<file path="config.mk">
export PLATFORM = sky130hd
export DESIGN_NAME = stage_switch_selector
export DESIGN_NICKNAME = d
export VERILOG_FILES = /design/src/include/stage_pkg.sv /design/src/core/selector_unit.sv /design/src/core/event_latch.sv /design/src/core/stage_switch_selector.sv
export VERILOG_INCLUDE_DIRS = /design/src /design/src/include
export SDC_FILE = /design/constraint.sdc
export NUM_CORES = 1
export LEC_CHECK = 0
export ABC_CLOCK_PERIOD_IN_PS = 30000
export BUFFER_PORTS_ARGS = -buffer_cell sky130_fd_sc_hd__buf_2
export CELL_PAD_IN_SITES_DETAIL_PLACEMENT = 0
export CELL_PAD_IN_SITES_GLOBAL_PLACEMENT = 2
export CORE_ASPECT_RATIO = 1.2
export CORE_UTILIZATION = 35
export CTS_BUF_LIST = sky130_fd_sc_hd__clkbuf_8
export DETAILED_ROUTE_END_ITERATION = 8
export PLACE_DENSITY = 0.88
export SLEW_MARGIN = 15
export SYNTH_ARGS = -nofsm -noshare
export SYNTH_HDL_FRONTEND = slang
export SYNTH_HIERARCHICAL = 1
export SYNTH_SLANG_ARGS = --single-unit
export TNS_END_PERCENT = 100
</file>
<file path="constraint.sdc">
create_clock -name clock -period 30 [get_ports clock]
set_clock_uncertainty 0.15 [all_clocks]
set_input_delay 3 -clock clock [delete_from_list [all_inputs] [get_ports clock]]
set_output_delay 3 -clock clock [all_outputs]
set_load 0.02 [all_outputs]
</file>
<file path="src/include/stage_cfg.svh">
// constants for the stage switch selector block
// assumes inclusion by the package and by the top module
`ifndef STAGE_CFG_SVH
`define STAGE_CFG_SVH

`define SEL_ADDR_W 8
`define SEL_DRIVER_COUNT 112
`define SEL_CODE_MIN 8'h01
`define SEL_CODE_MAX 8'h70
`define SEL_TEST_ZEROS 8'h00
`define SEL_TEST_ONES 8'hFF
`define SEL_IDX_W 7

`define REG_ADDR_W 4
`define REG_DATA_W 32
`define REG_DISC 4'h0
`define REG_STATUS 4'h1
`define REG_MASK 4'h2
`define REG_LOWER 4'h3
`define REG_UPPER 4'h4
`define REG_LOWER_CNT 4'h5
`define REG_UPPER_CNT 4'h6
`define REG_LINES 4'h7

`define DISC_RESET 8'h00
`define MASK_RESET 8'h00
`define CNT_RESET 16'h0000
`define DISC_INNER 0
`define DISC_OUTER 1
`define DISC_ALL_OUTER 2
`define DISC_FLUID 3
`define DISC_SEPARATED 4
`define DISC_LOX_STOP 5
`define DISC_LH2_START 6
`define DISC_LH2_STOP 7

`define EVT_W 8
`define EVT_FIRE_LO 0
`define EVT_FIRE_UP 1
`define EVT_RESET_LO 2
`define EVT_RESET_UP 3
`define EVT_BAD_LO 4
`define EVT_BAD_UP 5
`define EVT_TEST_LO 6
`define EVT_TEST_UP 7

`endif

</file>
<file path="src/include/stage_pkg.sv">
// types shared by the stage switch selector modules
// assumes stage_cfg.svh is on the include path
package stage_pkg;
`include "stage_cfg.svh"

typedef enum logic [1:0] {
    SEL_IDLE = 2'b00,
    SEL_LOADED = 2'b01,
    SEL_FIRING = 2'b10
} sel_phase_e;

typedef struct packed {
    sel_phase_e phase;
    logic [`SEL_ADDR_W-1:0] held;
    logic [`SEL_DRIVER_COUNT-1:0] driver;
    logic fire;
    logic rst;
    logic bad;
    logic test;
} sel_state_s;

typedef struct packed {
    logic [`EVT_W-1:0] status;
    logic irq;
} evt_state_s;

typedef struct packed {
    logic [7:0] disc;
    logic [`EVT_W-1:0] mask;
    logic [`SEL_ADDR_W-1:0] verify;
    logic [15:0] cnt_lo;
    logic [15:0] cnt_up;
    logic [`SEL_ADDR_W-1:0] last_lo;
    logic [`SEL_ADDR_W-1:0] last_up;
    logic [`REG_DATA_W-1:0] rd_data;
} top_state_s;

endpackage

</file>
<file path="src/core/selector_unit.sv">
// one stage switch selector: address latch, decode, driver bank
// assumes synchronous inputs and an already synchronised reset
`timescale 1ns/1ps
`include "stage_cfg.svh"
module selector_unit import stage_pkg::*; (
    input wire logic clock,
    input wire logic resetn,
    input wire logic pick,
    input wire logic read,
    input wire logic reset_cmd,
    input wire logic [`SEL_ADDR_W-1:0] address,
    output logic [`SEL_ADDR_W-1:0] held_addr,
    output logic [1:0] phase,
    output logic [`SEL_DRIVER_COUNT-1:0] driver,
    output logic fire_evt,
    output logic reset_evt,
    output logic bad_evt,
    output logic test_evt
);
    sel_state_s s_r;
    sel_state_s s_nxt;
    logic [`SEL_ADDR_W-1:0] inv;
    logic [`SEL_ADDR_W-1:0] code;
    logic in_true;
    logic in_comp;

    always_comb begin
        inv = ~s_r.held;
        in_true = (s_r.held >= `SEL_CODE_MIN) && (s_r.held <= `SEL_CODE_MAX);
        in_comp = (inv >= `SEL_CODE_MIN) && (inv <= `SEL_CODE_MAX);
        code = in_true ? s_r.held : inv;
        s_nxt = s_r;
        s_nxt.fire = 1'b0;
        s_nxt.rst = 1'b0;
        s_nxt.bad = 1'b0;
        s_nxt.test = 1'b0;
        unique case (s_r.phase)
            SEL_IDLE: begin
                if (pick && !read) begin
                    s_nxt.held = address;
                    s_nxt.phase = SEL_LOADED;
                end
            end
            SEL_LOADED: begin
                if (pick && read) begin
                    s_nxt.phase = SEL_FIRING;
                    if (s_r.held == `SEL_TEST_ZEROS ||
                        s_r.held == `SEL_TEST_ONES) begin
                        s_nxt.test = 1'b1;
                    end else if (in_true || in_comp) begin
                        s_nxt.driver = '0;
                        s_nxt.driver[code[`SEL_IDX_W-1:0] - 7'h01] = 1'b1;
                        s_nxt.fire = 1'b1;
                    end else begin
                        s_nxt.bad = 1'b1;
                    end
                end else if (pick) begin
                    s_nxt.held = address;
                end
            end
            SEL_FIRING: begin
                if (!read) begin
                    s_nxt.held = '0;
                    s_nxt.driver = '0;
                    s_nxt.phase = SEL_IDLE;
                end
            end
            default: begin
                s_nxt.phase = SEL_IDLE;
            end
        endcase
        if (pick && reset_cmd) begin
            s_nxt.held = '0;
            s_nxt.driver = '0;
            s_nxt.phase = SEL_IDLE;
            s_nxt.fire = 1'b0;
            s_nxt.bad = 1'b0;
            s_nxt.test = 1'b0;
            s_nxt.rst = 1'b1;
        end
    end

    always_ff @(posedge clock or negedge resetn) begin
        if (!resetn) begin
            s_r <= '0;
        end else begin
            s_r <= s_nxt;
        end
    end

    assign held_addr = s_r.held;
    assign phase = s_r.phase;
    assign driver = s_r.driver;
    assign fire_evt = s_r.fire;
    assign reset_evt = s_r.rst;
    assign bad_evt = s_r.bad;
    assign test_evt = s_r.test;
endmodule

</file>
<file path="src/core/event_latch.sv">
// sticky event status with mask and one level interrupt
// assumes clear comes from a status read; a new event wins over it
`timescale 1ns/1ps
`include "stage_cfg.svh"
module event_latch import stage_pkg::*; (
    input wire logic clock,
    input wire logic resetn,
    input wire logic [`EVT_W-1:0] events,
    input wire logic [`EVT_W-1:0] mask,
    input wire logic clear,
    output logic [`EVT_W-1:0] status,
    output logic irq
);
    evt_state_s s_r;
    evt_state_s s_nxt;

    always_comb begin
        s_nxt = s_r;
        s_nxt.status = (clear ? '0 : s_r.status) | events;
        s_nxt.irq = |(s_nxt.status & mask);
    end

    always_ff @(posedge clock or negedge resetn) begin
        if (!resetn) begin
            s_r <= '0;
        end else begin
            s_r <= s_nxt;
        end
    end

    assign status = s_r.status;
    assign irq = s_r.irq;
endmodule

</file>
<file path="src/core/stage_switch_selector.sv">
// stage side of the flight data adapter link: two switch selectors,
// address verify return, stage status discretes and a register port
// assumes all inputs synchronous to clock; resetn is asynchronous
//
// Function
// - an 8-bit code, true or complemented, selects one of 112 drivers.
// - all-zeros and all-ones codes are test patterns and drive nothing.
// - the verify lines return the complement of the held address.
// - the verify lines are active only while verify enable is high.
// - the address is loaded first and read then fires the chosen driver.
// - dropping read clears the held address and turns the driver off.
// - an explicit reset with the stage picked clears the held address and the driver.
// - the lower selector loads, fires and resets only while its stage pick is high.
// - the upper selector loads, fires and resets only while its own stage pick is high.
// - the stage drives inner, any outer and all outer engine lost lines.
// - the stage drives a separation discrete to the adapter.
`timescale 1ns/1ps
`include "stage_cfg.svh"
module stage_switch_selector import stage_pkg::*; (
    input wire logic clock,
    input wire logic resetn,
    input wire logic [`REG_ADDR_W-1:0] reg_addr,
    input wire logic [`REG_DATA_W-1:0] reg_wdata,
    input wire logic reg_write,
    input wire logic reg_read,
    output logic [`REG_DATA_W-1:0] reg_rdata,
    input wire logic [`SEL_ADDR_W-1:0] sel_address,
    input wire logic stage_selector_pick_lower,
    input wire logic stage_selector_pick_upper,
    input wire logic read_lower,
    input wire logic read_upper,
    input wire logic reset_lower,
    input wire logic reset_upper,
    input wire logic verify_enable,
    output logic [`SEL_ADDR_W-1:0] verify_return,
    output logic [`SEL_DRIVER_COUNT-1:0] driver_lower,
    output logic [`SEL_DRIVER_COUNT-1:0] driver_upper,
    output logic inner_engine_lost,
    output logic outer_engine_lost,
    output logic all_outer_engines_lost,
    output logic fluid_level_reached,
    output logic stage_separated,
    output logic lox_vent_stop_req,
    output logic lh2_vent_start_req,
    output logic lh2_vent_stop_req,
    output logic irq
);
    logic rst_meta_r;
    logic rst_sync_r;
    top_state_s s_r;
    top_state_s s_nxt;

    logic [`SEL_ADDR_W-1:0] held_lo;
    logic [`SEL_ADDR_W-1:0] held_up;
    logic [1:0] phase_lo;
    logic [1:0] phase_up;
    logic fire_lo;
    logic fire_up;
    logic rst_lo;
    logic rst_up;
    logic bad_lo;
    logic bad_up;
    logic test_lo;
    logic test_up;
    logic [`EVT_W-1:0] events;
    logic [`EVT_W-1:0] status;
    logic status_clear;
    logic irq_line;

    // reset release through two flops
    always_ff @(posedge clock or negedge resetn) begin
        if (!resetn) begin
            rst_meta_r <= 1'b0;
            rst_sync_r <= 1'b0;
        end else begin
            rst_meta_r <= 1'b1;
            rst_sync_r <= rst_meta_r;
        end
    end

    selector_unit lower_unit (
        .clock(clock),
        .resetn(rst_sync_r),
        .pick(stage_selector_pick_lower),
        .read(read_lower),
        .reset_cmd(reset_lower),
        .address(sel_address),
        .held_addr(held_lo),
        .phase(phase_lo),
        .driver(driver_lower),
        .fire_evt(fire_lo),
        .reset_evt(rst_lo),
        .bad_evt(bad_lo),
        .test_evt(test_lo)
    );

    selector_unit upper_unit (
        .clock(clock),
        .resetn(rst_sync_r),
        .pick(stage_selector_pick_upper),
        .read(read_upper),
        .reset_cmd(reset_upper),
        .address(sel_address),
        .held_addr(held_up),
        .phase(phase_up),
        .driver(driver_upper),
        .fire_evt(fire_up),
        .reset_evt(rst_up),
        .bad_evt(bad_up),
        .test_evt(test_up)
    );

    always_comb begin
        events = '0;
        events[`EVT_FIRE_LO] = fire_lo;
        events[`EVT_FIRE_UP] = fire_up;
        events[`EVT_RESET_LO] = rst_lo;
        events[`EVT_RESET_UP] = rst_up;
        events[`EVT_BAD_LO] = bad_lo;
        events[`EVT_BAD_UP] = bad_up;
        events[`EVT_TEST_LO] = test_lo;
        events[`EVT_TEST_UP] = test_up;
    end

    assign status_clear = reg_read && (reg_addr == `REG_STATUS);

    event_latch events_unit (
        .clock(clock),
        .resetn(rst_sync_r),
        .events(events),
        .mask(s_r.mask),
        .clear(status_clear),
        .status(status),
        .irq(irq_line)
    );

    always_comb begin
        s_nxt = s_r;

        // software writes
        if (reg_write) begin
            unique case (reg_addr)
                `REG_DISC: begin
                    s_nxt.disc = reg_wdata[7:0];
                end
                `REG_MASK: begin
                    s_nxt.mask = reg_wdata[`EVT_W-1:0];
                end
                `REG_LOWER_CNT: begin
                    s_nxt.cnt_lo = `CNT_RESET;
                end
                `REG_UPPER_CNT: begin
                    s_nxt.cnt_up = `CNT_RESET;
                end
                default: begin
                    s_nxt.disc = s_r.disc;
                end
            endcase
        end

        // executed command tally, wraps
        if (fire_lo) begin
            s_nxt.cnt_lo = s_r.cnt_lo + 16'h0001;
            s_nxt.last_lo = held_lo;
        end
        if (fire_up) begin
            s_nxt.cnt_up = s_r.cnt_up + 16'h0001;
            s_nxt.last_up = held_up;
        end

        // shared verify lines follow the picked selector
        s_nxt.verify = '0;
        if (verify_enable) begin
            if (stage_selector_pick_lower) begin
                s_nxt.verify = ~held_lo;
            end else if (stage_selector_pick_upper) begin
                s_nxt.verify = ~held_up;
            end
        end

        // read data for one cycle only
        s_nxt.rd_data = '0;
        if (reg_read) begin
            unique case (reg_addr)
                `REG_DISC: begin
                    s_nxt.rd_data[7:0] = s_r.disc;
                end
                `REG_STATUS: begin
                    s_nxt.rd_data[`EVT_W-1:0] = status;
                end
                `REG_MASK: begin
                    s_nxt.rd_data[`EVT_W-1:0] = s_r.mask;
                end
                `REG_LOWER: begin
                    s_nxt.rd_data[7:0] = held_lo;
                    s_nxt.rd_data[9:8] = phase_lo;
                    s_nxt.rd_data[23:16] = s_r.last_lo;
                end
                `REG_UPPER: begin
                    s_nxt.rd_data[7:0] = held_up;
                    s_nxt.rd_data[9:8] = phase_up;
                    s_nxt.rd_data[23:16] = s_r.last_up;
                end
                `REG_LOWER_CNT: begin
                    s_nxt.rd_data[15:0] = s_r.cnt_lo;
                end
                `REG_UPPER_CNT: begin
                    s_nxt.rd_data[15:0] = s_r.cnt_up;
                end
                `REG_LINES: begin
                    s_nxt.rd_data[0] = stage_selector_pick_lower;
                    s_nxt.rd_data[1] = stage_selector_pick_upper;
                    s_nxt.rd_data[2] = read_lower;
                    s_nxt.rd_data[3] = read_upper;
                    s_nxt.rd_data[4] = reset_lower;
                    s_nxt.rd_data[5] = reset_upper;
                    s_nxt.rd_data[6] = verify_enable;
                    s_nxt.rd_data[15:8] = sel_address;
                end
                default: begin
                    s_nxt.rd_data = '0;
                end
            endcase
        end
    end

    always_ff @(posedge clock or negedge rst_sync_r) begin
        if (!rst_sync_r) begin
            s_r.disc <= `DISC_RESET;
            s_r.mask <= `MASK_RESET;
            s_r.verify <= '0;
            s_r.cnt_lo <= `CNT_RESET;
            s_r.cnt_up <= `CNT_RESET;
            s_r.last_lo <= '0;
            s_r.last_up <= '0;
            s_r.rd_data <= '0;
        end else begin
            s_r <= s_nxt;
        end
    end

    assign reg_rdata = s_r.rd_data;
    assign verify_return = s_r.verify;
    assign irq = irq_line;

    // stage status discretes straight from the control register
    assign inner_engine_lost = s_r.disc[`DISC_INNER];
    assign outer_engine_lost = s_r.disc[`DISC_OUTER];
    assign all_outer_engines_lost = s_r.disc[`DISC_ALL_OUTER];
    assign fluid_level_reached = s_r.disc[`DISC_FLUID];
    assign stage_separated = s_r.disc[`DISC_SEPARATED];
    assign lox_vent_stop_req = s_r.disc[`DISC_LOX_STOP];
    assign lh2_vent_start_req = s_r.disc[`DISC_LH2_START];
    assign lh2_vent_stop_req = s_r.disc[`DISC_LH2_STOP];
endmodule

</file>
==> impl_results.html, run 1 <==
<table>
<tr><th>Metric</th><th>Value</th></tr>
<tr><th colspan="2">Status</th></tr>
<tr><td>Status</td><td>finished with violations</td></tr>
<tr><td>Violations in the final reports</td><td>design-rule violations</td></tr>
<tr><th colspan="2">Setup path</th></tr>
<tr><td>Critical path fanouts, max</td><td>14</td></tr>
<tr><td>RR Startpoint</td><td>lower_unit/held_addr[0]</td></tr>
<tr><td>Category of the worst setup path capture point</td><td>flip-flop</td></tr>
<tr><td>Worst Path Arrival</td><td>5.62 ns</td></tr>
<tr><td>WS Path Type</td><td>in2reg</td></tr>
<tr><td>End of the critical path</td><td>lower_unit/driver[82]</td></tr>
<tr><td>Critical Path Source Type</td><td>primary input</td></tr>
<tr><td>Setup crit start</td><td>reset_lower</td></tr>
<tr><td>Required time at the endpoint of the critical path</td><td>30.38 ns</td></tr>
<tr><td>Worst-case register-to-register setup slack</td><td>25.79 ns</td></tr>
<tr><td>Number of cells on the worst reg-to-reg path</td><td>8</td></tr>
<tr><td>Endpoint of the most critical register-to-register path</td><td>lower_unit/driver[82]</td></tr>
<tr><th colspan="2">STA</th></tr>
<tr><td>Top achievable clock speed</td><td>0.191 GHz</td></tr>
<tr><td>Slew at the pin closest to its max-slew limit</td><td>1.20 ns</td></tr>
<tr><td>Final Cycle Share</td><td>0.175</td></tr>
<tr><td>Final Setup Violations</td><td>0</td></tr>
<tr><td>Post-layout minimum cycle time</td><td>5.24 ns</td></tr>
<tr><td>Unrepaired setup endpoints after global routing</td><td>false</td></tr>
<tr><td>Final hold violation count</td><td>0</td></tr>
<tr><td>Final-layout setup total negative slack</td><td>0 ns</td></tr>
<tr><td>Final hold slack</td><td>0.203 ns</td></tr>
<tr><td>Max-Slew Margin vs Limit</td><td>0.196</td></tr>
<tr><td>Final count of pins violating max slew</td><td>0</td></tr>
<tr><th colspan="2">Clock tree</th></tr>
<tr><td>Maximum count of clock buffers along a single path</td><td>3</td></tr>
<tr><td>Clk root buf</td><td>clkbuf_8</td></tr>
<tr><td>Clock network latency to the later pin of the worst-skew pair</td><td>0.65 ns</td></tr>
<tr><td>H-tree depth</td><td>2</td></tr>
<tr><td>Inserted Clock Buffers</td><td>57</td></tr>
<tr><td>Clock tree from TritonCTS</td><td>yes</td></tr>
<tr><td>Number of hold buffers added after CTS</td><td>0</td></tr>
<tr><td>Buffers inserted by post-CTS timing repair</td><td>0</td></tr>
<tr><td>Count of instances resized after the clock tree is built</td><td>0</td></tr>
<tr><td>Number of sinks driven by the clock tree</td><td>359</td></tr>
<tr><td>Clock transition at path regs</td><td>0.06 ns</td></tr>
<tr><th colspan="2">GRT</th></tr>
<tr><td>Largest net degree at the start of global routing</td><td>113</td></tr>
<tr><td>All-layer global routing usage</td><td>0.204</td></tr>
<tr><td>Global-route wire length before repair</td><td>74,500 um</td></tr>
<tr><td>Met1 Resource Use GR</td><td>0.271</td></tr>
<tr><td>Vias in the first global route</td><td>12.4k</td></tr>
<tr><td>Global Route met3 Usage</td><td>0.0589</td></tr>
<tr><td>Initial antenna violation count</td><td>1</td></tr>
<tr><td>Overflow after GRT</td><td>0</td></tr>
<tr><td>Most Crowded Layer GR</td><td>met2</td></tr>
<tr><td>Met2 track demand over resource in global routing</td><td>0.320</td></tr>
<tr><th colspan="2">Final layout</th></tr>
<tr><td>Area Growth Syn to Fin</td><td>17.1%</td></tr>
<tr><td>Fraction of final layout cells sized beyond drive strength 1</td><td>0.297</td></tr>
<tr><td>Commonest non-fill, non-tap cell in the layout</td><td>dfrtp_1</td></tr>
<tr><td>Highest-count cells in the layout ignoring fill and taps</td><td>dfrtp_1, buf_2, o2bb2ai_1</td></tr>
<tr><td>Final layout net count</td><td>1,677</td></tr>
<tr><th colspan="2">Hold path</th></tr>
<tr><td>Tightest Hold Check Type</td><td>reg2reg</td></tr>
<tr><th colspan="2">Power</th></tr>
<tr><td>Share of power burned in combinational logic</td><td>0.162</td></tr>
<tr><td>Net switching power</td><td>0.362 mW</td></tr>
<tr><td>Cell Pwr Density</td><td>61.1 nW/um^2</td></tr>
<tr><td>Leakage power</td><td>9.05 nW</td></tr>
<tr><td>Clock share of power</td><td>0.357</td></tr>
<tr><td>Worst supply voltage drop on vdd</td><td>0.0302 mV</td></tr>
<tr><td>Switch share</td><td>0.312</td></tr>
<tr><td>Sequential fraction of design power</td><td>0.480</td></tr>
<tr><td>Int Power</td><td>0.800 mW</td></tr>
<tr><th colspan="2">Drt</th></tr>
<tr><td>DRT Pass-1 Iters</td><td>9</td></tr>
<tr><td>Detailed-route wire length</td><td>48,700 um</td></tr>
<tr><td>Via-per-instance ratio</td><td>5.52</td></tr>
<tr><td>DRC violation count after routing</td><td>2</td></tr>
<tr><td>Vias after detailed routing</td><td>12.5k</td></tr>
<tr><td>Final ANT Viol Nets</td><td>0</td></tr>
<tr><td>Average detailed-routed wire length per instance</td><td>21.5 um</td></tr>
<tr><td>Number of DRC markers in iteration 0</td><td>748</td></tr>
<tr><th colspan="2">Placement</th></tr>
<tr><td>Weighted congestion at the end of routability-driven global placement</td><td>0.856</td></tr>
<tr><td>Number of buffers added on ports</td><td>295</td></tr>
<tr><td>Detailed Place HPWL</td><td>32,400 um</td></tr>
<tr><th colspan="2">Floorplan</th></tr>
<tr><td>IO Pins</td><td>328</td></tr>
<tr><td>Core Rows</td><td>86</td></tr>
<tr><td>Full die area</td><td>47,300 um^2</td></tr>
<tr><td>Core Area</td><td>45,800 um^2</td></tr>
<tr><td>Die Y</td><td>238 um</td></tr>
<tr><td>Effective utilization at floorplan</td><td>0.354</td></tr>
<tr><td>Chip Width</td><td>199 um</td></tr>
<tr><th colspan="2">Flow run</th></tr>
<tr><td>Max-cap violations</td><td>0</td></tr>
<tr><th colspan="2">Yosys</th></tr>
<tr><td>Number of synthesized register bits</td><td>359</td></tr>
<tr><td>Post-synthesis instance total</td><td>1,371</td></tr>
<tr><td>Sequential share of the synthesized area</td><td>0.553</td></tr>
<tr><td>Syn. warnings</td><td>6</td></tr>
<tr><td>Async SR Flop Fraction</td><td>1.00</td></tr>
<tr><td>Post-synthesis cell area</td><td>16,200 um^2</td></tr>
<tr><td>Syn Area/Cell</td><td>11.8 um^2</td></tr>
<tr><td>Top FF cell, synth</td><td>dfrtp_1</td></tr>
<tr><td>Count of flip-flops with a built-in enable after synthesis</td><td>0</td></tr>
<tr><td>Count of distinct cell types in the synthesized netlist</td><td>87</td></tr>
</table>
-- cell families after synthesis --
logic type      Yosys count  synth area share
compound gates          443             0.222
flops                   359             0.553
simple gates            328             0.111
buf+inv                 151            0.0529
mux                      75            0.0516
fa+ha+maj                10           0.00771
xor+xnor                  3           0.00162
other cells               2          0.000463
-- critical path: stages --
cell and delay (ns):
buf_2 0.14, nand4b_1 0.20, or3_1 0.41, nor2b_1 0.38, nand4_1 1.03, o2bb2ai_1 0.46
-- cells in the mapped netlist (19+ instances only) --
cell,instances,area share
buf_2,26,0.0080
mux2_2,40,0.028
nand2b_1,23,0.0089
a22o_1,46,0.025
o2bb2ai_1,182,0.098
nor2_1,49,0.011
nand4_1,25,0.0096
nand3_1,28,0.0086
buf_4,42,0.019
dfrtp_1,359,0.55
mux2i_1,32,0.020
o21ai_0,48,0.015
nor2b_1,24,0.0092
clkbuf_1,45,0.010
nand2_1,81,0.019
a22oi_1,19,0.0088
-- layout make-up --
type	count	area, um^2
well taps	616	771
clock inverters	27	181
fillers	4452	26800
inverters	16	60.1
repair buffers	310	1610
multi-input cells	868	6460
flip-flops and latches	359	8990
clock buffers	68	936
diodes	2	5.00
-- sequential cells by signal (all words and copies together) (netlist names), 2 cells and up --
signal / cells
upper_unit/phase: 2
lower_unit/held_addr: 8
lower_unit/driver: 112
upper_unit/driver: 112
s_r: 56
upper_unit/held_addr: 8
verify_return: 8
reg_rdata: 24
events_unit/status: 8
lower_unit/phase: 2
-- per-stage QoR --
step	cells	util	cell area [um^2]	power [mW]	setup slack (ns)
floorplan	1378	-	16300	0.695	19.10
global placement	2168	0.390	17900	0.750	24.28
detailed placement	2168	0.390	17900	0.754	24.17
CTS	2263	0.414	19000	1.17	24.88
global route	2265	0.415	19000	1.22	24.65
finish	2266	0.415	19000	1.16	24.76
-- power groups by stage --
stage,registers (mW),logic (mW),clock network [mW]
after floorplan,0.554,0.141,0
after global placement,0.565,0.185,0
after detailed placement,0.567,0.187,0
after CTS,0.558,0.188,0.427
after global routing,0.563,0.206,0.447
final,0.558,0.189,0.415
-- worst min-delay path by stage --
| stage | slack (ns) | from | cells past startpoint | endpoint |
|---|---|---|---|---|
| after global routing | 0.20 | rst_meta_r | 0 | rst_sync_r |
| final | 0.20 | rst_meta_r | 0 | rst_sync_r |
| after CTS | 0.20 | rst_meta_r | 0 | rst_sync_r |
| after detailed placement | 0.19 | rst_meta_r | 0 | rst_sync_r |
| after global placement | 0.19 | rst_meta_r | 0 | rst_sync_r |
| after floorplan | 0.18 | rst_meta_r | 0 | rst_sync_r |
-- metal layers --
| metal | vias to the layer above | wire (um) |
|---|---|---|
| met2 | 465 | 22700 |
| met3 | 75 | 3880 |
| met4 | 0 | 1230 |
| met1 | 6371 | 20900 |
| met5 | - | 0 |
| li1 | 5604 | - |
(Power assumes the default switching activity.)
==> inputs of run 2 (changes only) <==
ABC_AREA = 1   (was not set)
ABC_CLOCK_PERIOD_IN_PS = 5200   (was 30000)
CORE_UTILIZATION = 34   (was 35)
PLACE_DENSITY = 0.93   (was 0.88)
clock period = 5.2 ns   (was 30 ns; I/O delays follow)
==> run 2 against run 1 <==
Compared with the run above: the flow now finishes without violations; synthesized area up 7.8%; via count up 22%; highest routed layer unchanged; worst hold slack worse by 0.13 ns; utilization down 1.4 points; die area up 11%; first-iteration DRC count up 78%; cell area up 6.5%; sequential cell count unchanged; global-route usage down 0.14 points; combinational power rose to 24 times the previous value; final cell count up 35%; sequential share of layout area down 2.9 points.
==> impl_results.html, run 2 <==
<table>
<tr><th>Metric</th><th>Value</th></tr>
<tr><th colspan="2">Clock tree</th></tr>
<tr><td>Clock transition at path regs</td><td>0.06 ns (about the same)</td></tr>
<tr><td>Clock network latency to the later pin of the worst-skew pair</td><td>0.67 ns (+0.02 ns)</td></tr>
<tr><td>Buffers inserted by post-CTS timing repair</td><td>0 (unchanged)</td></tr>
<tr><td>H-tree depth</td><td>2 (unchanged)</td></tr>
<tr><td>Maximum count of clock buffers along a single path</td><td>3 (unchanged)</td></tr>
<tr><td>Clock tree from TritonCTS</td><td>yes</td></tr>
<tr><td>Clk root buf</td><td>clkbuf_8</td></tr>
<tr><td>Number of sinks driven by the clock tree</td><td>359 (unchanged)</td></tr>
<tr><td>Inserted Clock Buffers</td><td>60 (+5.3%)</td></tr>
<tr><th colspan="2">Power</th></tr>
<tr><td>Cell Pwr Density</td><td>513 nW/um^2 (+740%)</td></tr>
<tr><td>Leakage power</td><td>11.5 nW (+27%)</td></tr>
<tr><td>Worst supply voltage drop on vdd</td><td>0.474 mV (+1500%)</td></tr>
<tr><th colspan="2">Yosys</th></tr>
<tr><td>Sequential share of the synthesized area</td><td>0.513 (-0.0401)</td></tr>
<tr><td>Top cells by area, synth</td><td>dfrtp_1, nand2_1, nand3_1</td></tr>
<tr><td>Post-synthesis instance total</td><td>2,129 (+55%)</td></tr>
<tr><td>Commonest cells post-synth</td><td>nand2_1, dfrtp_1, nand3_1</td></tr>
<tr><td>Number of synthesized register bits</td><td>359 (unchanged)</td></tr>
<tr><td>Count of distinct cell types in the synthesized netlist</td><td>39 (-55%)</td></tr>
<tr><td>Count of flip-flops with a built-in enable after synthesis</td><td>0 (unchanged)</td></tr>
<tr><td>Post-synthesis cell area</td><td>17,500 um^2 (+7.8%)</td></tr>
<tr><td>Top cell type by total area after synthesis</td><td>dfrtp_1</td></tr>
<tr><td>Async SR Flop Fraction</td><td>1.00 (unchanged)</td></tr>
<tr><td>Top FF cell, synth</td><td>dfrtp_1</td></tr>
<tr><td>Most numerous cell in the Yosys netlist</td><td>nand2_1</td></tr>
<tr><td>Syn. warnings</td><td>6 (unchanged)</td></tr>
<tr><td>Syn Area/Cell</td><td>8.22 um^2 (-31%)</td></tr>
<tr><td>Synth top area share</td><td>0.513 (-0.0401)</td></tr>
<tr><th colspan="2">Setup path</th></tr>
<tr><td>Category of the worst setup path capture point</td><td>flip-flop</td></tr>
<tr><td>Critical Path Source Type</td><td>flip-flop</td></tr>
<tr><td>Number of cells on the worst reg-to-reg path</td><td>14 (+6)</td></tr>
<tr><td>Worst Path Arrival</td><td>4.16 ns (-1.46 ns)</td></tr>
<tr><td>Required time at the endpoint of the critical path</td><td>5.67 ns (-24.71 ns)</td></tr>
<tr><td>Critical path fanouts, max</td><td>50 (+36)</td></tr>
<tr><td>WS Path Type</td><td>reg2reg</td></tr>
<tr><th colspan="2">STA</th></tr>
<tr><td>Final-layout setup total negative slack</td><td>0 ns (unchanged)</td></tr>
<tr><td>Post-layout minimum cycle time</td><td>3.69 ns</td></tr>
<tr><td>Final Setup Violations</td><td>0 (unchanged)</td></tr>
<tr><td>Top achievable clock speed</td><td>0.271 GHz</td></tr>
<tr><td>Slew at the pin closest to its max-slew limit</td><td>1.13 ns (-0.0728 ns)</td></tr>
<tr><td>Final count of pins violating max slew</td><td>0 (unchanged)</td></tr>
<tr><td>Final hold violation count</td><td>0 (unchanged)</td></tr>
<tr><td>Least setup slack across all paths after layout</td><td>1.51 ns (-23.25 ns)</td></tr>
<tr><td>Final Cycle Share</td><td>0.709</td></tr>
<tr><td>Max-Slew Margin vs Limit</td><td>0.245 (+0.0491)</td></tr>
<tr><td>Unrepaired setup endpoints after global routing</td><td>false</td></tr>
<tr><th colspan="2">Floorplan</th></tr>
<tr><td>Full die area</td><td>52,400 um^2 (+11%)</td></tr>
<tr><td>Core Rows</td><td>90 (+4.7%)</td></tr>
<tr><td>Chip Width</td><td>209 um (+5.3%)</td></tr>
<tr><td>Core Area</td><td>50,600 um^2 (+10%)</td></tr>
<tr><td>Die Y</td><td>251 um (+5.3%)</td></tr>
<tr><td>Effective utilization at floorplan</td><td>0.346 (-0.00799)</td></tr>
<tr><td>IO Pins</td><td>328 (unchanged)</td></tr>
<tr><th colspan="2">Placement</th></tr>
<tr><td>Count of placed standard cells including taps</td><td>2,941 (+36%)</td></tr>
<tr><td>Post-Place Worst Slack</td><td>1.48 ns (-22.69 ns)</td></tr>
<tr><td>DP Area</td><td>19,000 um^2 (+6.3%)</td></tr>
<tr><td>Weighted congestion at the end of routability-driven global placement</td><td>0.895 (+4.5%)</td></tr>
<tr><td>Detailed Place HPWL</td><td>35,500 um (+9.6%)</td></tr>
<tr><td>Number of buffers added on ports</td><td>295 (unchanged)</td></tr>
<tr><th colspan="2">Final layout</th></tr>
<tr><td>Fraction of final layout cells sized beyond drive strength 1</td><td>0.205 (-0.0920)</td></tr>
<tr><td>Commonest non-fill, non-tap cell in the layout</td><td>nand2_1</td></tr>
<tr><td>Post-route insts no fill</td><td>3,056 (+35%)</td></tr>
<tr><td>Design area</td><td>20,300 um^2 (+6.5%)</td></tr>
<tr><td>Highest-count cells in the layout ignoring fill and taps</td><td>nand2_1, dfrtp_1, buf_2</td></tr>
<tr><td>Utilization after layout</td><td>0.401 (-0.0142)</td></tr>
<tr><td>Area Growth Syn to Fin</td><td>15.7%</td></tr>
<tr><td>Final layout net count</td><td>2,436 (+45%)</td></tr>
<tr><th colspan="2">GRT</th></tr>
<tr><td>Overflow after GRT</td><td>0 (unchanged)</td></tr>
<tr><td>Vias in the first global route</td><td>14.8k (+19%)</td></tr>
<tr><td>Global-route wire length before repair</td><td>83,900 um (+13%)</td></tr>
<tr><td>Largest net degree at the start of global routing</td><td>133 (+18%)</td></tr>
<tr><td>Initial antenna violation count</td><td>2 (+1)</td></tr>
<tr><td>All-layer global routing usage</td><td>0.203 (-0.00138)</td></tr>
<tr><th colspan="2">Drt</th></tr>
<tr><td>Number of DRC markers in iteration 0</td><td>1,331 (+78%)</td></tr>
<tr><td>Via-per-instance ratio</td><td>4.99 (-9.7%)</td></tr>
<tr><td>Final ANT Viol Nets</td><td>0 (unchanged)</td></tr>
<tr><td>DRT Pass-1 Iters</td><td>5 (-4)</td></tr>
<tr><td>DRC violation count after routing</td><td>0 (-2)</td></tr>
<tr><td>Detailed-route wire length</td><td>53,800 um (+10%)</td></tr>
<tr><td>Vias after detailed routing</td><td>15.2k (+22%)</td></tr>
<tr><td>Average detailed-routed wire length per instance</td><td>17.6 um (-18%)</td></tr>
<tr><th colspan="2">Status</th></tr>
<tr><td>Status</td><td>finished clean</td></tr>
<tr><th colspan="2">Hold path</th></tr>
<tr><td>Tightest Hold Check Type</td><td>in2reg</td></tr>
<tr><td>Hold path depth</td><td>3 (+3)</td></tr>
<tr><th colspan="2">Flow run</th></tr>
<tr><td>Max-cap violations</td><td>0 (unchanged)</td></tr>
</table>
run 2: changes by cell type after synthesis, sizes merged, moves of 51 or more:
cell     delta
buf        +51
inv       +104
nand2     +751
nand3     +244
nand4      +76
nor2       +76
o2bb2ai   -192
run 2: routing by layer:
layer  vias to the layer above  share of wire  track usage
li1                       7297              -            -
met1                      7314           0.44        0.273
met2                       519           0.47        0.320
met3                       112          0.063       0.0409
met4                         0          0.033       0.0790
met5                         -              0            0
run 2: through the flow:
stage          power [mW]  hold WS [ns]
4_1_cts              10.5        0.0189
2_1_floorplan        7.43        0.0744
3_5_place_dp         8.00         0.157
6_report             10.4        0.0758
5_1_grt              11.1        0.0316
3_3_place_gp         7.94         0.155
run 2: worst paths after layout:
check | startpoint | end | slack, ns
worst max-delay path | lower_unit/held_addr[0] | lower_unit/driver[78] | 1.51
worst min-delay path | sel_address[1] | upper_unit/held_addr[1] | 0.08
worst max register to register | lower_unit/held_addr[0] | lower_unit/driver[78] | 1.51
worst min register to register | rst_meta_r | rst_sync_r | 0.20
max in group asynchronous | rst_sync_r | reg_rdata[15] | 3.38
min in group asynchronous | rst_sync_r | lower_unit/driver[34] | 0.25
run 2: layout make-up:
| cell class | count | area, um^2 |
|---|---|---|
| Clock buffer | 72 | 991 |
| Timing Repair Buffer | 329 | 1810 |
| Multi-Input combinational cell | 1497 | 7050 |
| Clock inverter | 30 | 136 |
| Sequential cell | 359 | 8990 |
| Tap cell | 644 | 806 |
| Antenna cell | 1 | 2.50 |
| Inverter | 124 | 468 |
| Fill cell | 5210 | 30300 |
run 2: logic make-up (layout without fill, tap and decap cells):
group                      count (synthesis)  count (layout)  synth area share
adders and majority gates                 10              10           0.00715
AOI/OAI and AO/OA                        131             131            0.0420
buffers and inverters                    280             555            0.0872
other                                      2              10          0.000429
xor gates and xnor gates                   3               3           0.00365
and+or+nand+nor                         1344            1344             0.346
DFF                                      359             359             0.513
run 2: report_power, final:
group	switching (mW)	total, mW	internal (mW)
Combinational	3.57	4.49	0.917
Clock	1.18	2.43	1.24
Sequential	0.379	3.49	3.11
Total	5.13	10.4	5.27
run 2: timing repair:
| action | in CTS | in global routing |
|---|---|---|
| hold buffers | 12 | 0 |
| endpoints found under the hold margin | 25 | 0 |
| gates resized for setup | 0 | 0 |
run 2: critical path: stages, from the launching register on:
cell,delay (ns)
dfrtp_1,0.49
inv_1,0.18
ha_1,0.18
nand2_2,0.09
a21oi_4,0.27
nand2_2,0.26
nand2_1,0.14
nand2_1,0.10
nand2_2,0.10
clkinv_1,0.16
nand3_2,0.15
nand2_4,0.33
nor2_4,0.73
nand3_1,0.17
nand2_1,0.11
==> inputs of run 3 (changes only) <==
ABC_AREA = 0   (was 1)
ABC_CLOCK_PERIOD_IN_PS = 3370   (was 5200)
PLACE_DENSITY = 0.89   (was 0.93)
clock period = 3.37 ns   (was 5.2 ns; I/O delays follow)
==> run 3 against run 2 <==
Compared with the run above: setup slack got worse by 1.3 ns; largest power group is now registers; via count decreased by 16%; total power increased by 4.9%; clock power increased by 68%; combinational power decreased by 57%; die area decreased by 7.2%; sequential cell count unchanged; register-to-register slack got worse by 1.3 ns; largest cell class unchanged; global-route usage decreased by 0.095 points; maximum frequency increased by 15%.
==> impl_results.html, run 3 (synthesized netlist as in run 1, its figures left out) <==
<table>
<tr><th>Metric</th><th>Value</th></tr>
<tr><th colspan="2">Floorplan</th></tr>
<tr><td>Core Area</td><td>47,000 um^2 (-7.0%)</td></tr>
<tr><td>Effective utilization at floorplan</td><td>0.345 (-0.000946)</td></tr>
<tr><td>Chip Width</td><td>201 um (-3.7%)</td></tr>
<tr><td>Die Y</td><td>241 um (-3.7%)</td></tr>
<tr><td>Core Rows</td><td>87 (-3.3%)</td></tr>
<tr><td>IO Pins</td><td>328 (unchanged)</td></tr>
<tr><td>Full die area</td><td>48,600 um^2 (-7.2%)</td></tr>
<tr><th colspan="2">Setup path</th></tr>
<tr><td>Worst-case register-to-register setup slack</td><td>0.17 ns (-1.34 ns)</td></tr>
<tr><td>Required time at the endpoint of the critical path</td><td>3.78 ns (-1.89 ns)</td></tr>
<tr><td>Critical Path Source Type</td><td>flip-flop</td></tr>
<tr><td>WS Path Type</td><td>reg2reg</td></tr>
<tr><td>Number of cells on the worst reg-to-reg path</td><td>8 (-6)</td></tr>
<tr><td>RR Startpoint</td><td>lower_unit/held_addr[1]</td></tr>
<tr><td>Critical path fanouts, max</td><td>10 (-80%)</td></tr>
<tr><td>Category of the worst setup path capture point</td><td>flip-flop</td></tr>
<tr><td>Endpoint of the most critical register-to-register path</td><td>lower_unit/driver[25]</td></tr>
<tr><td>Worst Path Arrival</td><td>3.61 ns (-0.55 ns)</td></tr>
<tr><th colspan="2">Power</th></tr>
<tr><td>Switch share</td><td>0.306 (-0.187)</td></tr>
<tr><td>Int Power</td><td>7.57 mW (+44%)</td></tr>
<tr><td>Worst supply voltage drop on vdd</td><td>0.284 mV (-40%)</td></tr>
<tr><td>Total power after layout</td><td>10.9 mW (+4.9%)</td></tr>
<tr><td>Share of power burned in combinational logic</td><td>0.179 (-0.252)</td></tr>
<tr><td>Leakage power</td><td>9.56 nW (-17%)</td></tr>
<tr><td>Sequential fraction of design power</td><td>0.447 (+0.112)</td></tr>
<tr><td>Clock share of power</td><td>0.375 (+0.142)</td></tr>
<tr><td>Net switching power</td><td>3.34 mW (-35%)</td></tr>
<tr><td>Cell Pwr Density</td><td>546 nW/um^2 (+6.3%)</td></tr>
<tr><th colspan="2">Clock tree</th></tr>
<tr><td>Maximum count of clock buffers along a single path</td><td>3 (unchanged)</td></tr>
<tr><td>H-tree depth</td><td>2 (unchanged)</td></tr>
<tr><td>Buffers inserted by post-CTS timing repair</td><td>0 (unchanged)</td></tr>
<tr><td>Clock transition at path regs</td><td>0.06 ns (about the same)</td></tr>
<tr><td>Clk root buf</td><td>clkbuf_8</td></tr>
<tr><td>Clock tree from TritonCTS</td><td>yes</td></tr>
<tr><td>Inserted Clock Buffers</td><td>57 (-5.0%)</td></tr>
<tr><td>Number of sinks driven by the clock tree</td><td>359 (unchanged)</td></tr>
<tr><td>Clock network latency to the later pin of the worst-skew pair</td><td>0.64 ns (-0.03 ns)</td></tr>
<tr><th colspan="2">Drt</th></tr>
<tr><td>Final ANT Viol Nets</td><td>0 (unchanged)</td></tr>
<tr><td>Detailed-route wire length</td><td>49,600 um (-7.6%)</td></tr>
<tr><td>DRC violation count after routing</td><td>0 (unchanged)</td></tr>
<tr><td>DRT Pass-1 Iters</td><td>5 (unchanged)</td></tr>
<tr><td>Average detailed-routed wire length per instance</td><td>21.0 um (+19%)</td></tr>
<tr><td>Via-per-instance ratio</td><td>5.39 (+8.0%)</td></tr>
<tr><td>Vias after detailed routing</td><td>12.8k (-16%)</td></tr>
<tr><td>Number of DRC markers in iteration 0</td><td>668 (-50%)</td></tr>
<tr><th colspan="2">STA</th></tr>
<tr><td>Max-Slew Margin vs Limit</td><td>0.299 (+0.0536)</td></tr>
<tr><td>Final hold slack</td><td>0.120 ns (+0.0438 ns)</td></tr>
<tr><td>Final Cycle Share</td><td>0.950 (+0.240)</td></tr>
<tr><td>Unrepaired setup endpoints after global routing</td><td>true</td></tr>
<tr><td>Final hold violation count</td><td>0 (unchanged)</td></tr>
<tr><td>Post-layout minimum cycle time</td><td>3.20 ns (-0.488 ns)</td></tr>
<tr><td>Final Setup Violations</td><td>0 (unchanged)</td></tr>
<tr><td>Top achievable clock speed</td><td>0.312 GHz (+15%)</td></tr>
<tr><td>Slew at the pin closest to its max-slew limit</td><td>1.05 ns (-0.0796 ns)</td></tr>
<tr><td>Final count of pins violating max slew</td><td>0 (unchanged)</td></tr>
<tr><th colspan="2">Final layout</th></tr>
<tr><td>Final layout net count</td><td>1,762 (-28%)</td></tr>
<tr><td>Fraction of final layout cells sized beyond drive strength 1</td><td>0.321 (+0.116)</td></tr>
<tr><td>Area Growth Syn to Fin</td><td>23.1%</td></tr>
<tr><td>Commonest non-fill, non-tap cell in the layout</td><td>dfrtp_1</td></tr>
<tr><td>Highest-count cells in the layout ignoring fill and taps</td><td>dfrtp_1, buf_2, o2bb2ai_1</td></tr>
<tr><th colspan="2">Placement</th></tr>
<tr><td>Weighted congestion at the end of routability-driven global placement</td><td>0.860 (-3.9%)</td></tr>
<tr><td>Detailed Place HPWL</td><td>34,200 um (-3.7%)</td></tr>
<tr><td>Number of buffers added on ports</td><td>295 (unchanged)</td></tr>
<tr><th colspan="2">Hold path</th></tr>
<tr><td>Startpoint of the tightest hold check path</td><td>reg_write</td></tr>
<tr><td>Tightest Hold Check Type</td><td>in2reg</td></tr>
<tr><td>Endpoint, Worst Hold</td><td>s_r[63]</td></tr>
<tr><td>Hold path depth</td><td>4 (+1)</td></tr>
<tr><th colspan="2">GRT</th></tr>
<tr><td>Overflow after GRT</td><td>0 (unchanged)</td></tr>
<tr><td>Vias in the first global route</td><td>12.9k (-13%)</td></tr>
<tr><td>All-layer global routing usage</td><td>0.202 (-0.000949)</td></tr>
<tr><td>Global-route wire length before repair</td><td>76,800 um (-8.5%)</td></tr>
<tr><td>Initial antenna violation count</td><td>1 (-1)</td></tr>
<tr><td>Largest net degree at the start of global routing</td><td>113 (-15%)</td></tr>
<tr><th colspan="2">Flow run</th></tr>
<tr><td>Max-cap violations</td><td>0 (unchanged)</td></tr>
<tr><th colspan="2">Status</th></tr>
<tr><td>Status</td><td>finished clean</td></tr>
</table>
==> run 3: changes by cell type in the layout (fill, tap and decap cells not counted), moves of 76 or more <==
| cell | change |
|---|---|
| nand2_1 | -716 |
| nand3_1 | -227 |
| o2bb2ai_1 | +182 |
| inv_1 | -108 |
| nand4_1 | -76 |
==> run 3: per-stage QoR <==
stage	TNS, ns	setup slack [ns]	util	instance area (um^2)	std cells
floorplan	-115.24	-0.323	-	16300	1378
global route	-0.0128	-0.0122	0.425	20000	2369
global placement	0	0.150	0.391	18400	2231
detailed placement	0	0.0864	0.391	18400	2231
CTS	0	0.0705	0.425	20000	2368
finish	0	0.169	0.425	20000	2369
==> run 3: what timing repair did <==
| action | CTS | global route |
|---|---|---|
| endpoints found under the setup margin | 0 | 84 |
| resized for setup | 0 | 2 |
| hold buffers | 30 | 0 |
| hold endpoints to repair | 65 | 0 |
==> run 3: metal layers <==
metal  part of all wire  global-route usage  up-vias
met1               0.43               0.263     6449
li1                   -                   -     5781
met5                  0                   0        -
met3              0.072              0.0500       92
met2               0.47               0.323      437
met4              0.029              0.0787        0
==> run 3: area by class of cell <==
| cell class | instances | area [um^2] |
|---|---|---|
| antenna | 1 | 2.50 |
| clock buffer | 77 | 1060 |
| clock inverter | 30 | 223 |
| fill | 4584 | 27000 |
| inverter | 16 | 60.1 |
| multi-input combinational | 868 | 6470 |
| sequential | 359 | 8990 |
| tap | 623 | 779 |
| timing repair buffer | 395 | 2400 |
==> run 3: how the worst max path moves through the flow <==
stage	cells past startpoint	endpoint	slack [ns]	start
6_report	8	lower_unit/driver[25]	0.17	lower_unit/held_addr[1]
2_1_floorplan	0	all_outer_engines_lost	-0.32	rst_sync_r
4_1_cts	9	upper_unit/driver[12]	0.07	upper_unit/held_addr[1]
3_3_place_gp	8	upper_unit/driver[72]	0.15	upper_unit/held_addr[1]
3_5_place_dp	9	upper_unit/driver[12]	0.09	upper_unit/held_addr[1]
5_1_grt	8	lower_unit/driver[54]	-0.01	lower_unit/held_addr[1]
==> run 3: critical path, stage by stage (launching register included) <==
cell and delay (ns):
dfrtp_1 0.38, inv_1 0.13, ha_1 0.17, or3b_1 0.41
a21oi_2 0.41, a21boi_0 0.21, nor4_1 0.76, o21ai_2 0.30
o2bb2ai_1 0.21
==> run 3: power by group through the flow <==
stage / Sequential, mW / Combinational, mW / Clock, mW
2_1_floorplan: 4.93 / 1.26 / 0
3_3_place_gp: 4.93 / 1.88 / 0
3_5_place_dp: 4.94 / 1.92 / 0
4_1_cts: 4.87 / 1.95 / 4.20
5_1_grt: 4.91 / 2.13 / 4.38
6_report: 4.87 / 1.95 / 4.09
